## src/verilog/pio_cfg.svh

```systemverilog
`ifndef PIO_CFG_SVH
`define PIO_CFG_SVH

// ****************************************************************
// Register indices; the byte address is four times the index.
// ****************************************************************
`define PIO_IDX_A_DIR 12'h2C0
`define PIO_IDX_A_LVL 12'h2C2
`define PIO_IDX_A_LAT 12'h2C4
`define PIO_IDX_B_DIR 12'h2C6
`define PIO_IDX_B_LVL 12'h2C8
`define PIO_IDX_B_LAT 12'h2CB
`define PIO_IDX_ANA 12'h2A8

// ****************************************************************
// Reset values and implemented-bit masks.
// ****************************************************************
`define PIO_RST_A_DIR 16'hF6C0
`define PIO_RST_B_DIR 16'hFFFF
`define PIO_RST_LVL 16'h0000
`define PIO_RST_LAT 16'h0000
`define PIO_RST_ANA 16'h0000
`define PIO_MASK_A 16'hF6C0
`define PIO_MASK_B 16'hFFFF
`define PIO_INONLY_A 16'h8000
`define PIO_INONLY_B 16'h0000

`endif

```

## src/verilog/pio_pkg.sv

```systemverilog
package pio_pkg;

  // Signals a peripheral presents for the sixteen pins of one port.
  typedef struct packed {
    logic [15:0] en;
    logic [15:0] drive;
    logic [15:0] data;
  } periph_s;

  // Output data and output enable towards the pad cells of one port.
  typedef struct packed {
    logic [15:0] out;
    logic [15:0] oe;
  } pad_s;

  typedef enum logic [2:0] {
    SEL_NONE, SEL_A_DIR, SEL_A_LVL, SEL_A_LAT,
    SEL_B_DIR, SEL_B_LVL, SEL_B_LAT, SEL_ANA
  } reg_sel_e;

endpackage : pio_pkg
```

## src/verilog/parallel_io_port.sv

```systemverilog
`timescale 1ns/100ps
`include "pio_cfg.svh"
module parallel_io_port #(
  parameter bit port_a_present = 1'b1
) (
  // Clock and reset.
  input wire logic hclk,
  input wire logic hresetn,
  // AHB-Lite slave.
  input wire logic hsel,
  input wire logic [31:0] haddr,
  input wire logic [1:0] htrans,
  input wire logic hwrite,
  input wire logic [2:0] hsize,
  input wire logic [31:0] hwdata,
  input wire logic hready,
  output logic [31:0] hrdata,
  output logic hreadyout,
  output logic hresp,
  // Peripherals sharing the pins.
  input pio_pkg::periph_s periph_a,
  input pio_pkg::periph_s periph_b,
  // Pad cells.
  input wire logic [15:0] pad_in_a,
  input wire logic [15:0] pad_in_b,
  output pio_pkg::pad_s pad_a,
  output pio_pkg::pad_s pad_b,
  // Converter input path enables for port B pins.
  output logic [15:0] adc_path_en
);
  import pio_pkg::*;

  // ****************************************************************
  // Per-port constants; index 0 is port A, index 1 is port B.
  // ****************************************************************
  // Port A omitted
  localparam logic [15:0] MASK_A = port_a_present ? `PIO_MASK_A : 16'h0000;
  localparam logic [1:0][15:0] MASK = {`PIO_MASK_B, MASK_A};
  localparam logic [1:0][15:0] INONLY = {`PIO_INONLY_B, `PIO_INONLY_A};
  localparam logic [1:0][15:0] RST_DIR = {`PIO_RST_B_DIR, `PIO_RST_A_DIR & MASK_A};

  periph_s per [2];
  logic [1:0][15:0] pad_in;
  assign per[0] = periph_a;
  assign per[1] = periph_b;
  assign pad_in = {pad_in_b, pad_in_a};

  logic [1:0][15:0] dir_ff;
  logic [1:0][15:0] lat_ff;
  logic [1:0][15:0] lvl_ff;
  logic [15:0] ana_ff;
  logic [1:0][15:0] nxt_dir;
  logic [1:0][15:0] nxt_lat;
  logic [15:0] nxt_ana;
  logic [1:0][15:0] ana_vec;
  logic [1:0][15:0] own;
  logic [1:0][15:0] nxt_out;
  logic [1:0][15:0] nxt_oe;
  logic [1:0][15:0] pad_out_ff;
  logic [1:0][15:0] pad_oe_ff;
  logic [15:0] adc_ff;
  logic [31:0] hrdata_ff;
  logic hready_ff;
  logic hresp_ff;
  logic wr_pend_ff;
  reg_sel_e wr_sel_ff;
  reg_sel_e rd_sel;
  logic addr_ok;
  logic [15:0] rd_val;

  assign ana_vec = {ana_ff, 16'h0000};

  // ****************************************************************
  // Bus address decode.
  // ****************************************************************
  function automatic reg_sel_e sel_of(input logic [31:0] a);
    reg_sel_e s;
    s = SEL_NONE;
    if (a[31:14] == 18'h00000 && a[1:0] == 2'b00) begin
      case (a[13:2])
        `PIO_IDX_A_DIR: s = port_a_present ? SEL_A_DIR : SEL_NONE;
        `PIO_IDX_A_LVL: s = port_a_present ? SEL_A_LVL : SEL_NONE;
        `PIO_IDX_A_LAT: s = port_a_present ? SEL_A_LAT : SEL_NONE;
        `PIO_IDX_B_DIR: s = SEL_B_DIR;
        `PIO_IDX_B_LVL: s = SEL_B_LVL;
        `PIO_IDX_B_LAT: s = SEL_B_LAT;
        `PIO_IDX_ANA: s = SEL_ANA;
        default: s = SEL_NONE;
      endcase
    end
    return s;
  endfunction : sel_of

  assign addr_ok = hsel & hready & htrans[1];
  assign rd_sel = sel_of(haddr);

  always_ff @(posedge hclk or negedge hresetn) begin
    if (!hresetn) begin
      wr_pend_ff <= 1'b0;
      wr_sel_ff <= SEL_NONE;
    end else begin
      wr_pend_ff <= addr_ok & hwrite;
      wr_sel_ff <= rd_sel;
    end
  end

  // ****************************************************************
  // Register write path, applied in the data phase.
  // ****************************************************************
  // Writes are applied in the data phase, because hwdata only stands there.
  always_comb begin
    nxt_dir = dir_ff;
    nxt_lat = lat_ff;
    nxt_ana = ana_ff;
    if (wr_pend_ff) begin
      case (wr_sel_ff)
        SEL_A_DIR: nxt_dir[0] = hwdata[15:0] & MASK[0];
        // Latch write, level write hits latch
        SEL_A_LVL, SEL_A_LAT: nxt_lat[0] = hwdata[15:0] & MASK[0];
        SEL_B_DIR: nxt_dir[1] = hwdata[15:0] & MASK[1];
        SEL_B_LVL, SEL_B_LAT: nxt_lat[1] = hwdata[15:0] & MASK[1];
        SEL_ANA: nxt_ana = hwdata[15:0] & MASK[1];
        default: begin
        end
      endcase
    end
  end

  always_ff @(posedge hclk or negedge hresetn) begin
    if (!hresetn) begin
      dir_ff <= RST_DIR;
      lat_ff <= {`PIO_RST_LAT, `PIO_RST_LAT};
      ana_ff <= `PIO_RST_ANA;
    end else begin
      dir_ff <= nxt_dir;
      lat_ff <= nxt_lat;
      ana_ff <= nxt_ana;
    end
  end

  // ****************************************************************
  // Read path; a read right after a write sees the written value, except level reads, which show the sampled pins.
  // ****************************************************************
  always_comb begin
    case (rd_sel)
      SEL_A_DIR: rd_val = nxt_dir[0];
      SEL_A_LVL: rd_val = lvl_ff[0];
      SEL_A_LAT: rd_val = nxt_lat[0];
      SEL_B_DIR: rd_val = nxt_dir[1];
      SEL_B_LVL: rd_val = lvl_ff[1];
      SEL_B_LAT: rd_val = nxt_lat[1];
      SEL_ANA: rd_val = nxt_ana;
      default: rd_val = 16'h0000;
    endcase
  end

  always_ff @(posedge hclk or negedge hresetn) begin
    if (!hresetn) begin
      hrdata_ff <= 32'h00000000;
      hready_ff <= 1'b1;
      hresp_ff <= 1'b0;
    end else begin
      hready_ff <= 1'b1;
      // The slave never signals an error, so the response stays OKAY.
      hresp_ff <= 1'b0;
      if (addr_ok && !hwrite) begin
        hrdata_ff <= {16'h0000, rd_val};
      end
    end
  end

  assign hrdata = hrdata_ff;
  assign hreadyout = hready_ff;
  assign hresp = hresp_ff;

  // ****************************************************************
  // Pin sampling and pad ownership, one cell per bit.
  // ****************************************************************
  for (genvar p = 0; p < 2; p++) begin : g_port
    for (genvar b = 0; b < 16; b++) begin : g_bit
      assign own[p][b] = per[p].en[b] & per[p].drive[b] & ~INONLY[p][b] & MASK[p][b];
      // Peripheral wins muxes, port driver off
      assign nxt_out[p][b] = own[p][b] ? per[p].data[b] : nxt_lat[p][b] & MASK[p][b];
      assign nxt_oe[p][b] = own[p][b] | (~nxt_dir[p][b] & MASK[p][b]);
    end
  end

  always_ff @(posedge hclk or negedge hresetn) begin
    if (!hresetn) begin
      pad_out_ff <= '0;
      pad_oe_ff <= '0;
    end else begin
      pad_out_ff <= nxt_out;
      pad_oe_ff <= nxt_oe;
    end
  end

  always_ff @(posedge hclk or negedge hresetn) begin
    if (!hresetn) begin
      lvl_ff <= {`PIO_RST_LVL, `PIO_RST_LVL};
    end else begin
      lvl_ff[0] <= pad_in[0] & MASK[0] & ~ana_vec[0];
      lvl_ff[1] <= pad_in[1] & MASK[1] & ~ana_vec[1];
    end
  end

  always_ff @(posedge hclk or negedge hresetn) begin
    if (!hresetn) begin
      adc_ff <= 16'h0000;
    end else begin
      adc_ff <= ana_ff & dir_ff[1];
    end
  end

  assign pad_a = '{out: pad_out_ff[0], oe: pad_oe_ff[0]};
  assign pad_b = '{out: pad_out_ff[1], oe: pad_oe_ff[1]};
  assign adc_path_en = adc_ff;

  logic seen_ff;
  always_ff @(posedge hclk or negedge hresetn) begin
    if (!hresetn) begin
      seen_ff <= 1'b0;
    end else begin
      seen_ff <= 1'b1;
    end
  end
endmodule : parallel_io_port

```

## config.mk

```make
export PLATFORM = sky130hd
export DESIGN_NAME = parallel_io_port
export DESIGN_NICKNAME = d
export VERILOG_FILES = /design/src/verilog/pio_pkg.sv /design/src/verilog/parallel_io_port.sv
export VERILOG_INCLUDE_DIRS = /design/src /design/src/verilog
export SDC_FILE = /design/constraint.sdc
export NUM_CORES = 1
export LEC_CHECK = 0
export BUFFER_PORTS_ARGS = -buffer_cell sky130_fd_sc_hd__buf_4
export CORE_MARGIN = 1.5
export CORE_UTILIZATION = 52
export DETAILED_ROUTE_END_ITERATION = 8
export HOLD_SLACK_MARGIN = 0.12
export PLACE_DENSITY = 0.85
export SKIP_LAST_GASP = 1
export SLEW_MARGIN = 20
export SYNTH_ARGS = -nofsm -noshare
export SYNTH_HDL_FRONTEND = slang
export SYNTH_SLANG_ARGS = --single-unit
```

## constraint.sdc

```tcl
create_clock -name hclk -period 6.85 [get_ports hclk]
set_input_delay 0.685 -clock hclk [delete_from_list [all_inputs] [get_ports hclk]]
set_output_delay 0.685 -clock hclk [all_outputs]
set_load 0.02 [all_outputs]
```

==> summary.md, run 1 <==
| Metric | Value |
|---|---|
| Synth cell types | 53 |
| Slew headroom | 27.0% |
| Worst R2R Path Depth | 6 |
| Mapped Cells | 599 |
| P_int | 0.00182 W |
| Syn_area_per_cell | 13.3 µm² |
| Initial antenna violation count | 0 |
| PostCTS Resize Cnt | 0 |
| # hold bufs at CTS | 0 |
| Die extent in y | 127 µm |
| Post-synth top area share | 51.4% |
| R2R Setup Slk | 4.06 ns |
| Post-DR vias/cell | 5.61 |
| Starting density of the core | 54.0% |
| Clock Sinks | 187 |
| Fin cells | 1025 |
| First-pass iteration count of the detailed router | 6 |
| Part of the cycle the worst path needs | 43.0% |
| WP data required | 7.18 ns |
| Clock Latency Late Sink | 0.43 ns |
| Synth Warn # | 0 |
| Post-DP HPWL | 14000 µm |
| Share of cells above drive strength 1 | 49.1% |
| Synthesized flop and latch total | 187 |
| Max Freq | 0.340 GHz |
| P&R area growth vs syn | 30.5% |
| Drt drc | 0 |
| Placed Cells incl. Taps | 994 |
| Largest net degree at the start of global routing | 103 |
| Cts bufs inserted | 17 |
| IO buf count | 226 |
| CP Launch Type | primary input |
| Clk_skew | 0.0100 ns |
| Outcome | finished clean |
| Via count | 5750 |
| Die area | 16000 µm² |
| Max Cap Viol | 0 |
| WL/cell | 20.2 µm |
| Crit Path Class | primary input to register |
| H-tree levels | 4 |
| Synthesized area | 7940 µm² |
| Crit. End Element | register |
| ANT cells | 0 |
| DRT Wirelength | 20700 µm |
| CTS tree | yes |
| Leakage power | 4.83 nW |
| # setup viols final | 0 |
| Clock Tree Buf Depth | 2 |
| Cell Pwr Density | 226 nW/µm² |
| Crit path time final | 2.94 ns |
| # fillers | 1013 |
| Count leader, synth | dfrtp_1 |
| Hold Fails Final Rpt | 0 |
| Sequential share of the synthesized area | 59.3% |
| Global-route wire length before repair | 32300 µm |
| Part of the power in the clock network | 44.2% |
| Slew of the pin with the lowest slew margin | 1.09 ns |
| CP Max Fanout | 16 |
| Unrepaired setup endpoints after global routing | false |
| Placement row count | 44 |
| Largest cells by area after synthesis | dfrtp_1 (51%), mux2_2 (16%), dfstp_2 (7.9%) |
| Synth top cells by count | dfrtp_1 (163), mux2_2 (110), nand2_1 (64), buf_4 (35), nor2b_1 (27) |
| Placer congestion estimate | 0.796 |
| Sw frac | 22.2% |
| Total GRT Usage | 26.5% |
| Ys flop type | dfrtp_1 |
| Async S/R FF share, synth | 100% |
| Postcts setup bufs | 0 |
| Final core occ | 70.5% |
| Remaining Overflow, GRT | 0 |
| CP arrival | 3.28 ns |
| Worst hold path type | primary input to async pin |
| Combinational share of power | 7.4% |
| Worst VDD drop | 0.163 mV |
| Worst r2r dst | hrdata[14] |
| Fin nets | 1031 |
| IO Pins | 316 |
| DR iter-0 viols | 394 |
| Core ar. | 14700 µm² |
| Psw | 0.000519 W |
| Clock slew at reported path FFs | 0.07 ns |
| Cell taking the most area after synthesis | dfrtp_1 |
| Detail Route Antenna Nets | 0 |
| Vias in the first global route | 6055 |
| R2R Path Start | wr_sel_ff[1] |
| Die width | 127 µm |
| EDFF count, synth | 0 |
| Slew Limit Fails | 0 |
| Total Negative Setup Slacks | 0 ns |
| Root Driver | clkbuf_16 |
| Register share of total power | 48.4% |
## sequential cells by signal, indices dropped and copies added, names as in the netlist
name / cells
pad_a: 16
adc_path_en: 16
lvl_ff: 24
hrdata: 16
wr_sel_ff: 3
wr_pend_ff: 1
pad_b: 32
lat_ff: 31
dir_ff: 32
ana_ff: 16
## metal layers
metal  global-route usage (%)  routed length (µm)  vias up
li1                         -                   -     2544
met1                     32.3                8190     2890
met2                     45.0               10500      277
met3                     7.25                1610       39
met4                     10.5                 418        0
met5                        0                   0        -
## stage by stage
| step | hold slack (ns) | worst slack (ns) | instance area (µm²) | power, W |
|---|---|---|---|---|
| CTS | 0.349 | 3.99 | 10400 | 0.00237 |
| detailed placement | 0.431 | 3.54 | 9730 | 0.00133 |
| floorplan | 0.389 | 4.15 | 8060 | 0.00123 |
| finish | 0.345 | 3.91 | 10400 | 0.00234 |
| global route | 0.353 | 3.84 | 10400 | 0.00242 |
| global placement | 0.425 | 3.51 | 9730 | 0.00132 |
## layout by cell type, fill, tap and decap left out, types with 3 or more instances in the layout
| cell | netlist | layout |
|---|---|---|
| buf_4 | 35 | 232 |
| dfrtp_1 | 163 | 163 |
| mux2_2 | 110 | 110 |
| nand2_1 | 64 | 64 |
| conb_1 | 2 | 34 |
| nor2b_1 | 27 | 27 |
| and2_1 | 25 | 25 |
| dfstp_2 | 24 | 24 |
| clkbuf_16 | 0 | 17 |
| a222oi_1 | 16 | 16 |
| a22oi_1 | 16 | 16 |
| nor4_1 | 12 | 12 |
| mux2_1 | 9 | 9 |
| nor3b_1 | 8 | 8 |
| a221oi_1 | 8 | 8 |
| o21ai_1 | 9 | 8 |
| nor2_1 | 5 | 5 |
| bufinv_16 | 0 | 4 |
| and3_1 | 3 | 3 |
| inv_1 | 3 | 3 |
| clkinv_4 | 0 | 3 |
| inv_6 | 0 | 3 |
## power by group through the flow
stage	Clock (W)	Combinational [W]	Sequential, W
after floorplan	0	0.0000686	0.00116
after global placement	0	0.000167	0.00115
after detailed placement	0	0.000174	0.00115
after CTS	0.00106	0.000175	0.00113
after global routing	0.00110	0.000189	0.00114
final	0.00104	0.000174	0.00113
## cells by family (layout without fill, tap and decap cells)
family	count (synthesis)	count (layout)	share of synthesized area, %
AOI/OAI and AO/OA	59	59	6.38
xor gates and xnor gates	3	3	0.331
buffers and inverters	59	269	4.78
DFF	187	187	59.3
muxes	119	119	16.9
other	2	34	0.0946
and+or+nand+nor	170	170	12.2
## worst max-delay path by stage
stage | from | end | depth (start not counted)
after global placement | haddr[10] | hrdata[14] | 6
after floorplan | haddr[2] | hrdata[10] | 8
after detailed placement | haddr[3] | hrdata[12] | 7
after CTS | haddr[5] | hrdata[10] | 7
final | haddr[5] | hrdata[12] | 7
after global routing | haddr[5] | hrdata[9] | 7
## layout make-up
class                           count  area (µm²)  area share (%)
Clock inverter                     13         193            1.86
Clock buffer                       18         429            4.14
Multi-Input combinational cell    385        3020            29.1
Inverter                            4        15.0           0.145
Tap cell                          184         230            2.22
Sequential cell                   187        4710            45.5
Timing Repair Buffer              234        1760            17.0
## worst max-delay path, cell delays in order
cell and delay, ns:
buf_4 0.14, or4bb_1 0.56, a21o_1 0.21, a211o_1 0.40, nor3_4 0.81, a222oi_1 0.26
a22oi_1 0.20
No activity file was read; power rests on OpenSTA's default activity.
==> run 2, diff against run 1 <==
Settings changed: CORE_UTILIZATION 52 to 49, PLACE_DENSITY 0.85 to 0.81.
Clock period 6.85 ns to 2.8 ns, I/O delays scaled along.
==> run 2 against run 1 <==
Total power increased by 150%. Utilization increased by 1.7 points. Worst hold slack got worse by 0.23 ns. Non-clock buffer count increased by 107. Largest cell class unchanged.
==> summary.md, run 2 (same netlist as run 1, synthesis figures left out) <==
| Metric | Value |
|---|---|
| Die width | 130 µm |
| PostCTS Resize Cnt | 0 |
| IO buf count | 226 |
| Placer congestion estimate | 0.777 |
| Post-DP HPWL | 14100 µm |
| Placed Cells incl. Taps | 1044 |
| CP Launch Type | register |
| Crit. End Element | register |
| Crit Path Class | register to register |
| Total Negative Setup Slacks | 0 ns |
| Leakage power | 5.27 nW |
| Max Freq | 0.403 GHz |
| Global-route wire length before repair | 33700 µm |
| Met2 usage | 46.7% |
| CTS tree | yes |
| Remaining Overflow, GRT | 0 |
| Outcome | finished clean |
| Clock Tree Buf Depth | 2 |
| WP data required | 3.06 ns |
| Drt drc | 0 |
| P&R area growth vs syn | 44.0% |
| Vias in the first global route | 6479 |
| Detail Route Antenna Nets | 0 |
| Fin nets | 1138 |
| WL/cell | 19.0 µm |
| Slew of the pin with the lowest slew margin | 0.908 ns |
| Clock Sinks | 187 |
| Cell Pwr Density | 507 nW/µm² |
| Postcts setup bufs | 0 |
| Cts bufs inserted | 17 |
| Initial antenna violation count | 1 |
| DRT Wirelength | 22200 µm |
| Clock slew at reported path FFs | 0.07 ns |
| GR Util met1 | 31.6% |
| Largest net degree at the start of global routing | 77 |
| IO Pins | 316 |
| # setup viols final | 0 |
| Slew Limit Fails | 0 |
| Most common cell after layout, fill and taps aside | buf_4 |
| DR iter-0 viols | 418 |
| Die extent in y | 130 µm |
| Met3 usage | 5.74% |
| Fin cells | 1166 |
| Most crowded layer after global routing | met2 |
| Unrepaired setup endpoints after global routing | false |
| Share of cells above drive strength 1 | 45.3% |
| Worst VDD drop | 0.452 mV |
| CP Max Fanout | 6 |
| Clock Latency Late Sink | 0.43 ns |
| Slew headroom | 39.4% |
| Post-DR vias/cell | 5.29 |
| # fillers | 1037 |
| Hold Fails Final Rpt | 0 |
| CP arrival | 2.75 ns |
| Core ar. | 15800 µm² |
| First-pass iteration count of the detailed router | 6 |
| Clk_skew | 0.0131 ns |
| Starting density of the core | 50.2% |
| Via count | 6166 |
| Placement row count | 46 |
| Part of the cycle the worst path needs | 88.7% |
| Commonest cells after routing, fill and taps aside | buf_4 (249), dfrtp_1 (163), mux2_2 (110), dlygate4sd3_1 (89), nand2_1 (64) |
| Die area | 17000 µm² |
| Worst hold path type | primary input to register |
| Total GRT Usage | 26.7% |
| Max Cap Viol | 0 |
| Crit path time final | 2.48 ns |
| H-tree levels | 4 |
| Root Driver | clkbuf_16 |
==> run 2: cell types whose count changed in the layout (fill, tap and decap cells not counted), moves of 2 or more <==
cell / change
buf_12: +2
buf_4: +17
buf_6: -2
clkbuf_8: +2
clkinv_4: -3
dlygate4sd3_1: +89
==> run 2: what timing repair did <==
item                                    4_1_cts  5_1_grt
endpoints found under the hold margin       131        0
endpoints found under the setup margin        0        0
hold buffers                                 89        0
==> run 2: power by group <==
group / switching (W) / internal, W
Combinational: 0.000244 / 0.000295
Sequential: 0.0000218 / 0.00275
Clock: 0.00104 / 0.00144
==> run 2: per-stage QoR <==
step	power [W]	utilization (%)	cell area (µm²)	setup WS, ns	hold slack, ns
3_3_place_gp	0.00325	62.7	9930	0.187	0.343
6_report	0.00579	72.2	11400	0.317	0.116
5_1_grt	0.00598	72.2	11400	0.141	0.123
4_1_cts	0.00581	72.2	11400	0.303	0.121
2_1_floorplan	0.00301	-	8060	0.419	-0.0156
3_5_place_dp	0.00326	62.7	9930	0.197	0.341
==> run 2: metal layers <==
| metal | up-vias | wire [µm] |
|---|---|---|
| li1 | 2759 | - |
| met1 | 3074 | 8660 |
| met2 | 285 | 11400 |
| met3 | 48 | 1450 |
| met4 | 0 | 633 |
| met5 | - | 0 |
==> run 2: final cells by class <==
type                       count  area, µm²  area share [%]
timing repair buffer         341       2810            24.6
sequential                   187       4710            41.2
multi-input combinational    385       3010            26.3
tap                          216        270            2.36
clock buffer                  20        447            3.91
clock inverter                12        160            1.40
antenna                        1       2.50          0.0219
inverter                       4       15.0           0.131
==> run 2: worst max-delay path, cell delays in order, from the launching register on <==
cell,delay [ns]
dfrtp_1,0.47
nor4bb_4,0.49
buf_4,0.26
mux2_2,0.37
mux2_1,0.32
a222oi_1,0.31
a22oi_1,0.11
==> run 2: worst paths after layout <==
check | endpoint | start | slack, ns | cells past startpoint
max | hrdata[13] | wr_sel_ff[1] | 0.32 | 6
min | pad_b[12] | periph_b[28] | 0.12 | 3
max reg2reg | hrdata[13] | wr_sel_ff[1] | 0.32 | 6
min reg2reg | lvl_ff[21] | ana_ff[5] | 0.44 | 1
max in group asynchronous | dir_ff[20] | hresetn | 1.55 | 3
min in group asynchronous | pad_b[10] | hresetn | 0.44 | 2
